[config.mk]
export PLATFORM = sky130hd
export DESIGN_NAME = cpbi_core_end_flat
export DESIGN_NICKNAME = d
export VERILOG_FILES = /design/src/shared/cpbi_pkg.sv /design/src/shared/cpbi_if.sv /design/src/cpbi_data_beats.sv /design/src/cpbi_core_end.sv /design/src/flat_wrapper.sv
export SDC_FILE = /design/constraint.sdc
export NUM_CORES = 1
export LEC_CHECK = 0
export BUFFER_PORTS_ARGS = -buffer_cell sky130_fd_sc_hd__clkbuf_2
export CAP_MARGIN = 10
export CORE_AREA = 2 2 166 168
export CTS_CLUSTER_SIZE = 14
export DETAILED_ROUTE_END_ITERATION = 16
export DIE_AREA = 0 0 168 170
export GPL_ROUTABILITY_DRIVEN = 0
export HOLD_SLACK_MARGIN = 0.06
export PLACE_DENSITY = 0.69
export REMOVE_ABC_BUFFERS = 1
export SETUP_SLACK_MARGIN = 0.05
export SLEW_MARGIN = 20
export SYNTH_ARGS = -nofsm -noshare
export SYNTH_HDL_FRONTEND = slang
export SYNTH_HIERARCHICAL = 1
export SYNTH_SLANG_ARGS = --single-unit
[constraint.sdc]
create_clock -name i_ref_clk -period 5.16 [get_ports i_ref_clk]
set_clock_uncertainty 0.1 [all_clocks]
set_input_delay 0.258 -clock i_ref_clk [delete_from_list [all_inputs] [get_ports i_ref_clk]]
set_output_delay 0.258 -clock i_ref_clk [all_outputs]
set_load 0.1 [all_outputs]
[src/shared/cpbi_pkg.sv]
// cpbi_pkg: shared constants and types for the core peripheral bus
// assumes: included before the interface and both ends
package cpbi_pkg;
	localparam int ADDR_W = 32;
	localparam int DATA_W_MAX = 64;
	localparam int LINE_BYTES = 32;
	localparam int BEATS_LINE_32 = 8;
	localparam int BEATS_LINE_64 = 4;
	localparam int BEATS_DOUBLE_32 = 2;
	localparam int SNOOP_DIS_BIT = 27;
	localparam int CFG_W = 32;
	localparam int CACHE_KBYTES = 16;
	localparam int CACHE_WAYS = 4;
	localparam int HIT_WORDS = 2;
	localparam int SIZE_W = 4;
	localparam int BEAT_CNT_W = 4;
	// transfer kinds on the attribute lines
	typedef enum logic [1:0] {
		CPBI_TT_ADDR_ONLY = 2'b00,
		CPBI_TT_READ = 2'b01,
		CPBI_TT_WRITE = 2'b10
	} cpbi_tt_e;
	// burst shapes
	typedef enum logic [1:0] {
		CPBI_BURST_SINGLE = 2'b00,
		CPBI_BURST_DOUBLE = 2'b01,
		CPBI_BURST_LINE = 2'b10
	} cpbi_burst_e;
	// number of beats of a burst in a given width
	function automatic logic [BEAT_CNT_W-1:0] cpbi_beats(
		input cpbi_burst_e burst, input logic wide);
		logic [BEAT_CNT_W-1:0] n;
		n = 4'h1;
		if (burst == CPBI_BURST_DOUBLE) begin
			n = BEAT_CNT_W'(BEATS_DOUBLE_32);
		end
		if (burst == CPBI_BURST_LINE) begin
			n = wide ? BEAT_CNT_W'(BEATS_LINE_64) : BEAT_CNT_W'(BEATS_LINE_32);
		end
		return n;
	endfunction
endpackage

[src/shared/cpbi_if.sv]
// cpbi_if: signals between the core end and the central control unit
// assumes: one clock shared by both ends
`timescale 1ns/10ps
`default_nettype none
interface cpbi_if;
	// address arbitration
	logic abus_req;
	logic abus_grant;
	// address start, transfer and attributes
	logic addr_start;
	logic [cpbi_pkg::ADDR_W-1:0] addr;
	cpbi_pkg::cpbi_tt_e tt;
	cpbi_pkg::cpbi_burst_e burst;
	logic [cpbi_pkg::SIZE_W-1:0] tsize;
	logic global_snoop;
	// address termination
	logic addr_ack;
	// data arbitration and transfer
	logic dbus_grant;
	logic [cpbi_pkg::DATA_W_MAX-1:0] wdata;
	logic [cpbi_pkg::DATA_W_MAX-1:0] rdata;
	// data termination
	logic data_ack;
	// processor state
	logic core_ready;
	logic wide_mode;
	// snooping of pci memory accesses
	logic snoop_valid;
	logic [cpbi_pkg::ADDR_W-1:0] snoop_addr;
	logic snoop_hit;
	modport core (
		output abus_req, addr_start, addr, tt, burst, tsize, global_snoop,
		output wdata, core_ready, wide_mode, snoop_hit,
		input abus_grant, addr_ack, dbus_grant, rdata, data_ack,
		input snoop_valid, snoop_addr
	);
	modport ccu (
		input abus_req, addr_start, addr, tt, burst, tsize, global_snoop,
		input wdata, core_ready, wide_mode, snoop_hit,
		output abus_grant, addr_ack, dbus_grant, rdata, data_ack,
		output snoop_valid, snoop_addr
	);
endinterface
`default_nettype wire

[src/cpbi_data_beats.sv]
// cpbi_data_beats: counts data beats of one data tenure
// assumes: ack pulses are one cycle each, start only when idle
`timescale 1ns/10ps
`default_nettype none
module cpbi_data_beats #(
	parameter int CNT_W = cpbi_pkg::BEAT_CNT_W
) (
	input wire logic i_ref_clk,
	input wire logic i_rstn,
	input wire logic i_start,
	input wire logic [CNT_W-1:0] i_beats,
	input wire logic i_ack,
	output logic o_busy,
	output logic o_last,
	output logic [CNT_W-1:0] o_index
);
	logic [CNT_W-1:0] left;
	logic [CNT_W-1:0] next_left;
	// the counter must hold the longest burst
	if (CNT_W < cpbi_pkg::BEAT_CNT_W) begin
		$error("beat counter too narrow");
	end
	wire logic done = o_busy && i_ack && (left == CNT_W'(1));
	assign next_left = i_start ? i_beats : (i_ack ? left - CNT_W'(1) : left);
	assign o_last = o_busy && (left == CNT_W'(1));
	always_ff @(posedge i_ref_clk or negedge i_rstn) begin
		if (!i_rstn) begin
			left <= '0;
			o_busy <= 1'b0;
			o_index <= '0;
		end else begin
			left <= next_left;
			o_busy <= i_start | (o_busy & ~done);
			o_index <= i_start ? '0 : (o_busy && i_ack ? o_index + CNT_W'(1) : o_index);
		end
	end
endmodule
`default_nettype wire

[src/cpbi_core_end.sv]
// cpbi_core_end: processor core end of the peripheral logic bus
// assumes: central control unit on the far side of cpbi_if, same clock
`timescale 1ns/10ps
`default_nettype none
module cpbi_core_end (
	input wire logic i_ref_clk,
	input wire logic i_rstn,
	input wire logic i_data_width_select_input,
	input wire logic [cpbi_pkg::CFG_W-1:0] i_peripheral_interface_config,
	input wire logic i_req_valid,
	output logic o_req_ready,
	input wire logic [cpbi_pkg::ADDR_W-1:0] i_req_addr,
	input wire cpbi_pkg::cpbi_tt_e i_req_tt,
	input wire logic i_req_cached,
	input wire logic [cpbi_pkg::SIZE_W-1:0] i_req_size,
	input wire logic i_req_branch_pending,
	input wire logic i_req_commit,
	input wire logic [cpbi_pkg::DATA_W_MAX-1:0] i_req_wdata,
	output logic o_rd_valid,
	output logic [cpbi_pkg::DATA_W_MAX-1:0] o_rd_data,
	output logic o_done,
	output logic o_wide,
	output logic o_snoop_hit,
	input wire logic i_snoop_match,
	output logic o_size_err,
	cpbi_if.core bus
);
	typedef enum logic [1:0] {
		CPBI_A_IDLE = 2'b00,
		CPBI_A_REQ = 2'b01,
		CPBI_A_WAIT = 2'b10
	} cpbi_astate_e;
	cpbi_astate_e astate;
	cpbi_astate_e next_astate;
	logic wide;
	logic width_caught;
	logic dpend;
	logic pend_wr;
	logic [cpbi_pkg::DATA_W_MAX-1:0] d_wdata;
	logic [cpbi_pkg::ADDR_W-1:0] a_addr;
	cpbi_pkg::cpbi_tt_e a_tt;
	cpbi_pkg::cpbi_burst_e a_burst;
	logic [cpbi_pkg::SIZE_W-1:0] a_size;
	logic [cpbi_pkg::DATA_W_MAX-1:0] a_wdata;
	logic d_busy;
	logic d_last;
	// a line burst moves exactly one cache block in either width
	if (cpbi_pkg::BEATS_LINE_32 * (cpbi_pkg::ADDR_W / 8) !=
		cpbi_pkg::LINE_BYTES ||
		cpbi_pkg::BEATS_LINE_64 * (cpbi_pkg::DATA_W_MAX / 8) !=
		cpbi_pkg::LINE_BYTES) begin
		$error("line burst does not match cache block");
	end
	// a cache hit of two words fits one wide beat
	if (cpbi_pkg::HIT_WORDS * cpbi_pkg::ADDR_W != cpbi_pkg::DATA_W_MAX) begin
		$error("hit words do not fit a wide beat");
	end
	// size in bytes legal for the current width
	wire logic size_ok = (i_req_size == 4'h1) || (i_req_size == 4'h2) ||
		(i_req_size == 4'h3) || (i_req_size == 4'h4) ||
		(wide && i_req_size == 4'h8);
	// line moves are cached; non-cached go single, or double if 64-bit in 32 mode
	wire logic is_line = i_req_cached && i_req_tt != cpbi_pkg::CPBI_TT_ADDR_ONLY;
	wire logic is_double = !wide && !i_req_cached && i_req_size == 4'h8;
	wire cpbi_pkg::cpbi_burst_e req_burst = is_line ? cpbi_pkg::CPBI_BURST_LINE :
		(is_double ? cpbi_pkg::CPBI_BURST_DOUBLE : cpbi_pkg::CPBI_BURST_SINGLE);
	wire logic size_good = is_line || is_double || size_ok ||
		i_req_tt == cpbi_pkg::CPBI_TT_ADDR_ONLY;
	// stores held until branch resolved and commit given
	wire logic store_hold = i_req_tt == cpbi_pkg::CPBI_TT_WRITE &&
		(i_req_branch_pending || !i_req_commit);
	// one outstanding data tenure: a new one waits until the current one ends
	wire logic data_free = !dpend || (d_busy && d_last && bus.data_ack);
	wire logic take = astate == CPBI_A_IDLE && i_req_valid && width_caught &&
		!store_hold && size_good;
	wire logic a_done = astate == CPBI_A_WAIT && bus.addr_ack;
	wire logic a_has_data = a_tt != cpbi_pkg::CPBI_TT_ADDR_ONLY;
	wire logic snoop_on = !i_peripheral_interface_config[cpbi_pkg::SNOOP_DIS_BIT];
	assign o_req_ready = take;
	assign o_size_err = astate == CPBI_A_IDLE && i_req_valid && !size_good;
	assign o_wide = wide;
	always_comb begin
		next_astate = astate;
		unique case (astate)
			CPBI_A_IDLE: begin
				if (take) begin
					next_astate = CPBI_A_REQ;
				end
			end
			CPBI_A_REQ: begin
				// address grant while data may still run, pipelining
				if (bus.abus_grant && (!a_has_data || data_free)) begin
					next_astate = CPBI_A_WAIT;
				end
			end
			CPBI_A_WAIT: begin
				if (bus.addr_ack) begin
					next_astate = CPBI_A_IDLE;
				end
			end
		endcase
	end
	assign bus.abus_req = astate == CPBI_A_REQ;
	assign bus.addr_start = astate == CPBI_A_REQ && bus.abus_grant &&
		(!a_has_data || data_free);
	assign bus.addr = a_addr;
	assign bus.tt = a_tt;
	assign bus.burst = a_burst;
	assign bus.tsize = a_size;
	assign bus.global_snoop = a_has_data;
	assign bus.wdata = d_wdata;
	assign bus.core_ready = width_caught;
	assign bus.wide_mode = wide;
	assign bus.snoop_hit = o_snoop_hit;
	always_ff @(posedge i_ref_clk or negedge i_rstn) begin
		if (!i_rstn) begin
			wide <= 1'b0;
			width_caught <= 1'b0;
		end else if (!width_caught) begin
			wide <= i_data_width_select_input;
			width_caught <= 1'b1;
		end
	end
	always_ff @(posedge i_ref_clk or negedge i_rstn) begin
		if (!i_rstn) begin
			astate <= CPBI_A_IDLE;
			a_addr <= '0;
			a_tt <= cpbi_pkg::CPBI_TT_ADDR_ONLY;
			a_burst <= cpbi_pkg::CPBI_BURST_SINGLE;
			a_size <= '0;
			a_wdata <= '0;
		end else begin
			astate <= next_astate;
			if (take) begin
				a_addr <= i_req_addr;
				a_tt <= i_req_tt;
				a_burst <= req_burst;
				a_size <= i_req_size;
				a_wdata <= i_req_wdata;
			end
		end
	end
	// data tenure follows an acknowledged address with data
	wire logic d_start = a_done && a_has_data;
	always_ff @(posedge i_ref_clk or negedge i_rstn) begin
		if (!i_rstn) begin
			dpend <= 1'b0;
			pend_wr <= 1'b0;
			d_wdata <= '0;
		end else begin
			if (d_start) begin
				dpend <= 1'b1;
				pend_wr <= a_tt == cpbi_pkg::CPBI_TT_WRITE;
				d_wdata <= a_wdata;
			end else if (d_busy && d_last && bus.data_ack) begin
				dpend <= 1'b0;
			end
		end
	end
	cpbi_data_beats u_beats (
		.i_ref_clk(i_ref_clk),
		.i_rstn(i_rstn),
		.i_start(d_start),
		.i_beats(cpbi_pkg::cpbi_beats(a_burst, wide)),
		.i_ack(bus.data_ack && bus.dbus_grant),
		.o_busy(d_busy),
		.o_last(d_last),
		.o_index()
	);
	always_ff @(posedge i_ref_clk or negedge i_rstn) begin
		if (!i_rstn) begin
			o_rd_valid <= 1'b0;
			o_rd_data <= '0;
			o_done <= 1'b0;
			o_snoop_hit <= 1'b0;
		end else begin
			o_rd_valid <= d_busy && bus.data_ack && bus.dbus_grant && !pend_wr;
			if (d_busy && bus.data_ack && !pend_wr) begin
				o_rd_data <= wide ? bus.rdata :
					{32'h0, bus.rdata[cpbi_pkg::DATA_W_MAX/2-1:0]};
			end
			o_done <= (a_done && !a_has_data) ||
				(d_busy && d_last && bus.data_ack && bus.dbus_grant);
			o_snoop_hit <= bus.snoop_valid && snoop_on && i_snoop_match;
		end
	end
endmodule
`default_nettype wire

[src/flat_wrapper.sv]
// flat-port wrapper written by rule: the top's interface ports become plain ports
module cpbi_core_end_flat 
  (i_ref_clk, i_rstn, i_data_width_select_input, i_peripheral_interface_config, i_req_valid, o_req_ready, i_req_addr, i_req_tt, i_req_cached, i_req_size, i_req_branch_pending, i_req_commit, i_req_wdata, o_rd_valid, o_rd_data, o_done, o_wide, o_snoop_hit, i_snoop_match, o_size_err, bus_abus_req, bus_addr_start, bus_addr, bus_tt, bus_burst, bus_tsize, bus_global_snoop, bus_wdata, bus_core_ready, bus_wide_mode, bus_snoop_hit, bus_abus_grant, bus_addr_ack, bus_dbus_grant, bus_rdata, bus_data_ack, bus_snoop_valid, bus_snoop_addr);
  cpbi_if bus_i ();
  input wire logic i_ref_clk;
  input wire logic i_rstn;
  input wire logic i_data_width_select_input;
  input wire logic [cpbi_pkg::CFG_W-1:0] i_peripheral_interface_config;
  input wire logic i_req_valid;
  output logic o_req_ready;
  input wire logic [cpbi_pkg::ADDR_W-1:0] i_req_addr;
  input wire cpbi_pkg::cpbi_tt_e i_req_tt;
  input wire logic i_req_cached;
  input wire logic [cpbi_pkg::SIZE_W-1:0] i_req_size;
  input wire logic i_req_branch_pending;
  input wire logic i_req_commit;
  input wire logic [cpbi_pkg::DATA_W_MAX-1:0] i_req_wdata;
  output logic o_rd_valid;
  output logic [cpbi_pkg::DATA_W_MAX-1:0] o_rd_data;
  output logic o_done;
  output logic o_wide;
  output logic o_snoop_hit;
  input wire logic i_snoop_match;
  output logic o_size_err;
  output wire logic [$bits(bus_i.abus_req)-1:0] bus_abus_req;
  output wire logic [$bits(bus_i.addr_start)-1:0] bus_addr_start;
  output wire logic [$bits(bus_i.addr)-1:0] bus_addr;
  output wire logic [$bits(bus_i.tt)-1:0] bus_tt;
  output wire logic [$bits(bus_i.burst)-1:0] bus_burst;
  output wire logic [$bits(bus_i.tsize)-1:0] bus_tsize;
  output wire logic [$bits(bus_i.global_snoop)-1:0] bus_global_snoop;
  output wire logic [$bits(bus_i.wdata)-1:0] bus_wdata;
  output wire logic [$bits(bus_i.core_ready)-1:0] bus_core_ready;
  output wire logic [$bits(bus_i.wide_mode)-1:0] bus_wide_mode;
  output wire logic [$bits(bus_i.snoop_hit)-1:0] bus_snoop_hit;
  input wire logic [$bits(bus_i.abus_grant)-1:0] bus_abus_grant;
  input wire logic [$bits(bus_i.addr_ack)-1:0] bus_addr_ack;
  input wire logic [$bits(bus_i.dbus_grant)-1:0] bus_dbus_grant;
  input wire logic [$bits(bus_i.rdata)-1:0] bus_rdata;
  input wire logic [$bits(bus_i.data_ack)-1:0] bus_data_ack;
  input wire logic [$bits(bus_i.snoop_valid)-1:0] bus_snoop_valid;
  input wire logic [$bits(bus_i.snoop_addr)-1:0] bus_snoop_addr;
  assign bus_abus_req = bus_i.abus_req;
  assign bus_addr_start = bus_i.addr_start;
  assign bus_addr = bus_i.addr;
  assign bus_tt = bus_i.tt;
  assign bus_burst = bus_i.burst;
  assign bus_tsize = bus_i.tsize;
  assign bus_global_snoop = bus_i.global_snoop;
  assign bus_wdata = bus_i.wdata;
  assign bus_core_ready = bus_i.core_ready;
  assign bus_wide_mode = bus_i.wide_mode;
  assign bus_snoop_hit = bus_i.snoop_hit;
  assign bus_i.abus_grant = bus_abus_grant;
  assign bus_i.addr_ack = bus_addr_ack;
  assign bus_i.dbus_grant = bus_dbus_grant;
  assign bus_i.rdata = bus_rdata;
  assign bus_i.data_ack = bus_data_ack;
  assign bus_i.snoop_valid = bus_snoop_valid;
  assign bus_i.snoop_addr = bus_snoop_addr;
  cpbi_core_end u_core (.i_ref_clk(i_ref_clk), .i_rstn(i_rstn), .i_data_width_select_input(i_data_width_select_input), .i_peripheral_interface_config(i_peripheral_interface_config), .i_req_valid(i_req_valid), .o_req_ready(o_req_ready), .i_req_addr(i_req_addr), .i_req_tt(i_req_tt), .i_req_cached(i_req_cached), .i_req_size(i_req_size), .i_req_branch_pending(i_req_branch_pending), .i_req_commit(i_req_commit), .i_req_wdata(i_req_wdata), .o_rd_valid(o_rd_valid), .o_rd_data(o_rd_data), .o_done(o_done), .o_wide(o_wide), .o_snoop_hit(o_snoop_hit), .i_snoop_match(i_snoop_match), .o_size_err(o_size_err), .bus(bus_i));
endmodule
==> metrics.txt, run 1 <==
# IOs=roughly 420; Die ar.=0.0286 mm^2; Critical Path Sink Type=output port; Total GRT Usage=19.0%; CP Data Required Time=~4800 ps; Setup violations, final=0; WS Path Type=reg2out; worst slack, placed=around 2300 ps; Crit Path Max Fanout=14; status=finished clean; Max-Cap Viols=0; Hold WC Path Type=in2reg; RSZ-0062 raised after global routing=no; htree depth=1; syn avg cell area=roughly 12 um^2; Core Area=about 0.027 mm^2; commonest non-fill, non-tap cell in the layout=clkbuf_2; vias in the first global route=just over 8000; first-pass GRT wire length=roughly 44000 um; post_cts resized=0; Final Slew Violations=0; Slowest cell on crit path=clkbuf_2; Max Freq=321 MHz; FILL cells=about 2200; crit start category=flip-flop; DR vias=~7800; initial antenna violation count=0; dpl hpwl=around 17000 um; min Tclk post-route=between 3000 and 4000 ps; Overflow after GRT=0; Top Family by Delay on Critical Path=buffers and inverters; critical path buffer and inverter count=2; CP max stage delay=between 500 and 600 ps; initial DRC count=between 400 and 500; post-synthesis cell count=789; final WL=approximately 28000 um; DRT Pass-1 Iters=5; Vias/cell=approximately 4.6; # port buffers=approximately 360; worst path cell trace=inv_1 -> ha_1 -> nand3_1 -> a31oi_1 -> nor2b_4 -> clkbuf_2; share of cells above drive strength 1=roughly two fifths; clk root buf=clkbuf_16; Die H=between 150 and 200 um; commonest non-fill, non-tap cells in the layout=clkbuf_2 (358), nand2_1 (265), dfrtp_1 (246), dlygate4sd3_1 (174), mux2_2 (90); P&R area growth vs syn=49.2%; Hold WS=between 150 and 200 ps; fin crit share=60.3%; Slew HR=roughly two fifths; Longest Clk Path Bufs=3; final hold vios=0; Netlist Area Pre-Place=roughly 0.0097 mm^2; Final ANT Viol Nets=0; clk sinks=around 250; pin slew with the least headroom to its limit=just over 900 ps; setup bufs post-CTS=0; largest net degree at the start of global routing=141; Inserted Diodes=0; CTS buffer count=27; setup ws final=2050 ps; Synthesis Warnings=6; Clock Pin Slew Worst Setup and Hold Paths=~60 ps; Post-layout nets=1566; WL per Instance=16.5 um; CTS tree=built; Clock Latency Late Sink=between 500 and 600 ps; crit path DAT=approximately 2800 ps; Die X=approximately 170 um; initial core utilization=36.4%; row count=60; drt drc=0
## sequential cells by signal, indices dropped and copies added, names as in the netlist, 2 cells and up
register and cells:
u_core/o_rd_data 64, u_core/bus.tt 2, u_core/a_wdata 64, u_core/bus.burst 2
u_core/bus.tsize 4, u_core/u_beats/left 4, u_core/bus.wdata 64, u_core/astate 2
u_core/bus.addr 32
## worst min-delay path, cell delays in order
cell and delay, ps:
clkbuf_2 100, nand3_1 90, a31oi_1 80, nand3_1 100
o21ai_0 90
## final cells by class
cell class	instances	area (um^2)	area share (%)
well taps	341	427	2.95
clock inverters	11	185	1.28
clock buffers	37	733	5.06
multi-input cells	488	3300	22.8
flip-flops and latches	246	6160	42.5
inverters	11	41.3	0.285
repair buffers	542	3640	25.1
## routing by layer
layer  GRT usage, %  share of wire, %  wire length (um)  vias to the layer above
met5              0                 0                 0                        -
met4           5.90               2.7               751                        0
met3           5.51               8.9              2470                       47
met2           32.9                49             13500                      312
met1           22.9                39             10900                     3775
li1               -                 -                 -                     3635
## worst paths after layout
path	from	end	slack, ps	depth (start not counted)
max	u_core/astate[1]	o_req_ready	2050	6
min	i_req_valid	u_core/bus.burst[0]	160	5
max reg2reg	u_core/astate[0]	u_core/u_beats/left[3]	2280	6
min reg2reg	u_core/a_wdata[24]	u_core/bus.wdata[24]	360	2
max in group asynchronous	i_rstn	u_core/bus.addr[19]	3430	3
min in group asynchronous	i_rstn	u_core/o_rd_data[38]	240	2
## per-stage QoR
| step | std cells | area, um^2 | TNS, ps | util [%] |
|---|---|---|---|---|
| floorplan | 745 | 9470 | -454100 | - |
| global placement | 1454 | 11800 | 0 | 44.3 |
| detailed placement | 1454 | 11800 | 0 | 44.3 |
| CTS | 1676 | 14500 | 0 | 54.3 |
| global route | 1676 | 14500 | 0 | 54.3 |
| finish | 1676 | 14500 | 0 | 54.3 |
## what timing repair did
action,CTS,global route
endpoints found under the setup margin,0,0
hold buffers,174,0
hold endpoints to repair,280,0
Power of run 1 is left out: the tool's default activity adds up to more than one toggle a clock period on the data nets, which glitch-free logic cannot reach.
==> run 2, diff against run 1 <==
--- a/config.mk
+++ b/config.mk
@@ -13,7 +13,7 @@
 export DIE_AREA = 0 0 168 170
 export GPL_ROUTABILITY_DRIVEN = 0
 export HOLD_SLACK_MARGIN = 0.06
-export PLACE_DENSITY = 0.69
+export PLACE_DENSITY = 0.71
 export REMOVE_ABC_BUFFERS = 1
 export SETUP_SLACK_MARGIN = 0.05
 export SLEW_MARGIN = 20
==> constraint.sdc (replaced) <==
create_clock -name i_ref_clk -period 2.81 [get_ports i_ref_clk]
set_clock_uncertainty 0.1 [all_clocks]
set_input_delay 0.1405 -clock i_ref_clk [delete_from_list [all_inputs] [get_ports i_ref_clk]]
set_output_delay 0.1405 -clock i_ref_clk [all_outputs]
set_load 0.1 [all_outputs]
==> metrics.txt, run 2 (synthesis results as in run 1) <==
status=finished clean; worst r2r dst=u_core/bus.tt[1]; final instance area=0.0146 mm^2 (+0.54%); DR vias=7848 (+1.0%); largest net degree at the start of global routing=81 (-43%); post_cts resized=0 (unchanged); worst slack, placed=534 ps (-1760 ps); P&R area growth vs syn=50.0%; Post-layout nets=1574 (+0.51%); Clock Latency Late Sink=540 ps (+20 ps); initial antenna violation count=0 (unchanged); first-pass GRT wire length=45600 um (+4.6%); Critical Path Sink Type=output port; Total GRT Usage=19.9% (+0.89 points); crit start category=primary input; Die ar.=0.0286 mm^2 (unchanged); Die H=170 um (unchanged); Final Slew Violations=0 (unchanged); WL per Instance=17.1 um (+3.9%); drt drc=0 (unchanged); Crit Path Max Fanout=3 (-11); initial DRC count=408 (-11%); setup ws final=232 ps (-1820 ps); htree depth=1 (unchanged); DRT Pass-1 Iters=5 (unchanged); clk sinks=246 (unchanged); DP Area=0.0119 mm^2 (+0.80%); r2r startpoint=u_core/astate[0]; Longest Clk Path Bufs=3 (unchanged); Clock Pin Slew Worst Setup and Hold Paths=60 ps (about the same); Worst R2R Path Depth=8 (+2); Vias/cell=4.65 (+0.36%); final hold vios=0 (unchanged); min Tclk post-route=2580 ps; CTS buffer count=27 (unchanged); vias in the first global route=8358 (+0.98%); clk root buf=clkbuf_16; # port buffers=359 (unchanged); RSZ-0062 raised after global routing=no; initial core utilization=36.4% (unchanged); fin crit share=91.7%; final WL=28900 um (+4.6%); pin slew with the least headroom to its limit=703 ps (-227 ps); dpl hpwl=17400 um (+2.4%); Core Area=0.0267 mm^2 (unchanged); Setup crit start=i_req_size[0]; Worst R2R Setup Slack=470 ps (-1810 ps); CP Data Required Time=2570 ps (-2230 ps); Overflow after GRT=0 (unchanged); Max Freq=approximately 390 MHz; commonest non-fill, non-tap cells in the layout=clkbuf_2 (357), nand2_1 (265), dfrtp_1 (246), dlygate4sd3_1 (176), mux2_2 (90); # IOs=423 (unchanged); WS Path Type=in2out; Max-Cap Viols=0 (unchanged); Setup violations, final=0 (unchanged); Slew HR=53.2% (+15 points); commonest non-fill, non-tap cell in the layout=clkbuf_2; CTS tree=built; crit path DAT=2340 ps (-410 ps); Die X=168 um (unchanged); row count=60 (unchanged); Final ANT Viol Nets=0 (unchanged); share of cells above drive strength 1=41.4% (+0.14 points); Hold WC Path Type=in2async
## run 2: cell count changes in the layout (fill, tap and decap cells not counted), sizes merged
cell	change
clkbuf	+7
bufinv	-5
dlygate4sd3	+2
clkinvlp	-2
clkinv	+1
inv	+1
diode	+1
buf	+6
## run 2: area by class of cell
type | instances | area [um^2]
sequential | 246 | 6160
tap | 341 | 427
inverter | 11 | 41.3
timing repair buffer | 550 | 3790
fill | 2173 | 12100
clock buffer | 44 | 810
clock inverter | 6 | 37.5
antenna | 1 | 2.50
multi-input combinational | 488 | 3300
## run 2: repair_timing
action,in CTS,in global routing
setup buffers,0,1
hold buffers,176,0
endpoints found under the hold margin,379,0
endpoints found under the setup margin,0,1
## run 2: per-stage QoR
step,TNS (ps),cells,hold WS [ps],util [%]
global route,0,1686,111,54.6
CTS,0,1684,77.1,54.5
floorplan,-844180,745,-255,-
global placement,0,1458,68.1,44.7
finish,0,1687,72.0,54.6
detailed placement,0,1458,76.4,44.7
## run 2: how the worst max path moves through the flow
stage,to,cells past startpoint,slack [ps]
finish,o_size_err,7,230
global route,o_req_ready,7,60
detailed placement,u_core/bus.addr[30],7,530
CTS,o_req_ready,7,80
global placement,u_core/a_wdata[21],7,600
floorplan,u_core/a_wdata[0],4,-6740
## run 2: critical path, cell delays in order
cell	delay (ps)
dlygate4sd3_1	540
clkbuf_2	150
nor3_1	230
nor3_1	120
nor4_4	430
and3_1	240
clkbuf_2	470
## run 2: per-layer routing
metal | global-route usage (%) | vias to the layer above | share of wire, %
li1 | - | 3634 | -
met1 | 23.7 | 3827 | 39
met2 | 34.9 | 328 | 50
met3 | 5.28 | 59 | 7.8
met4 | 6.62 | 0 | 2.9
met5 | 0 | - | 0
Power of run 2 is left out for the same reason.
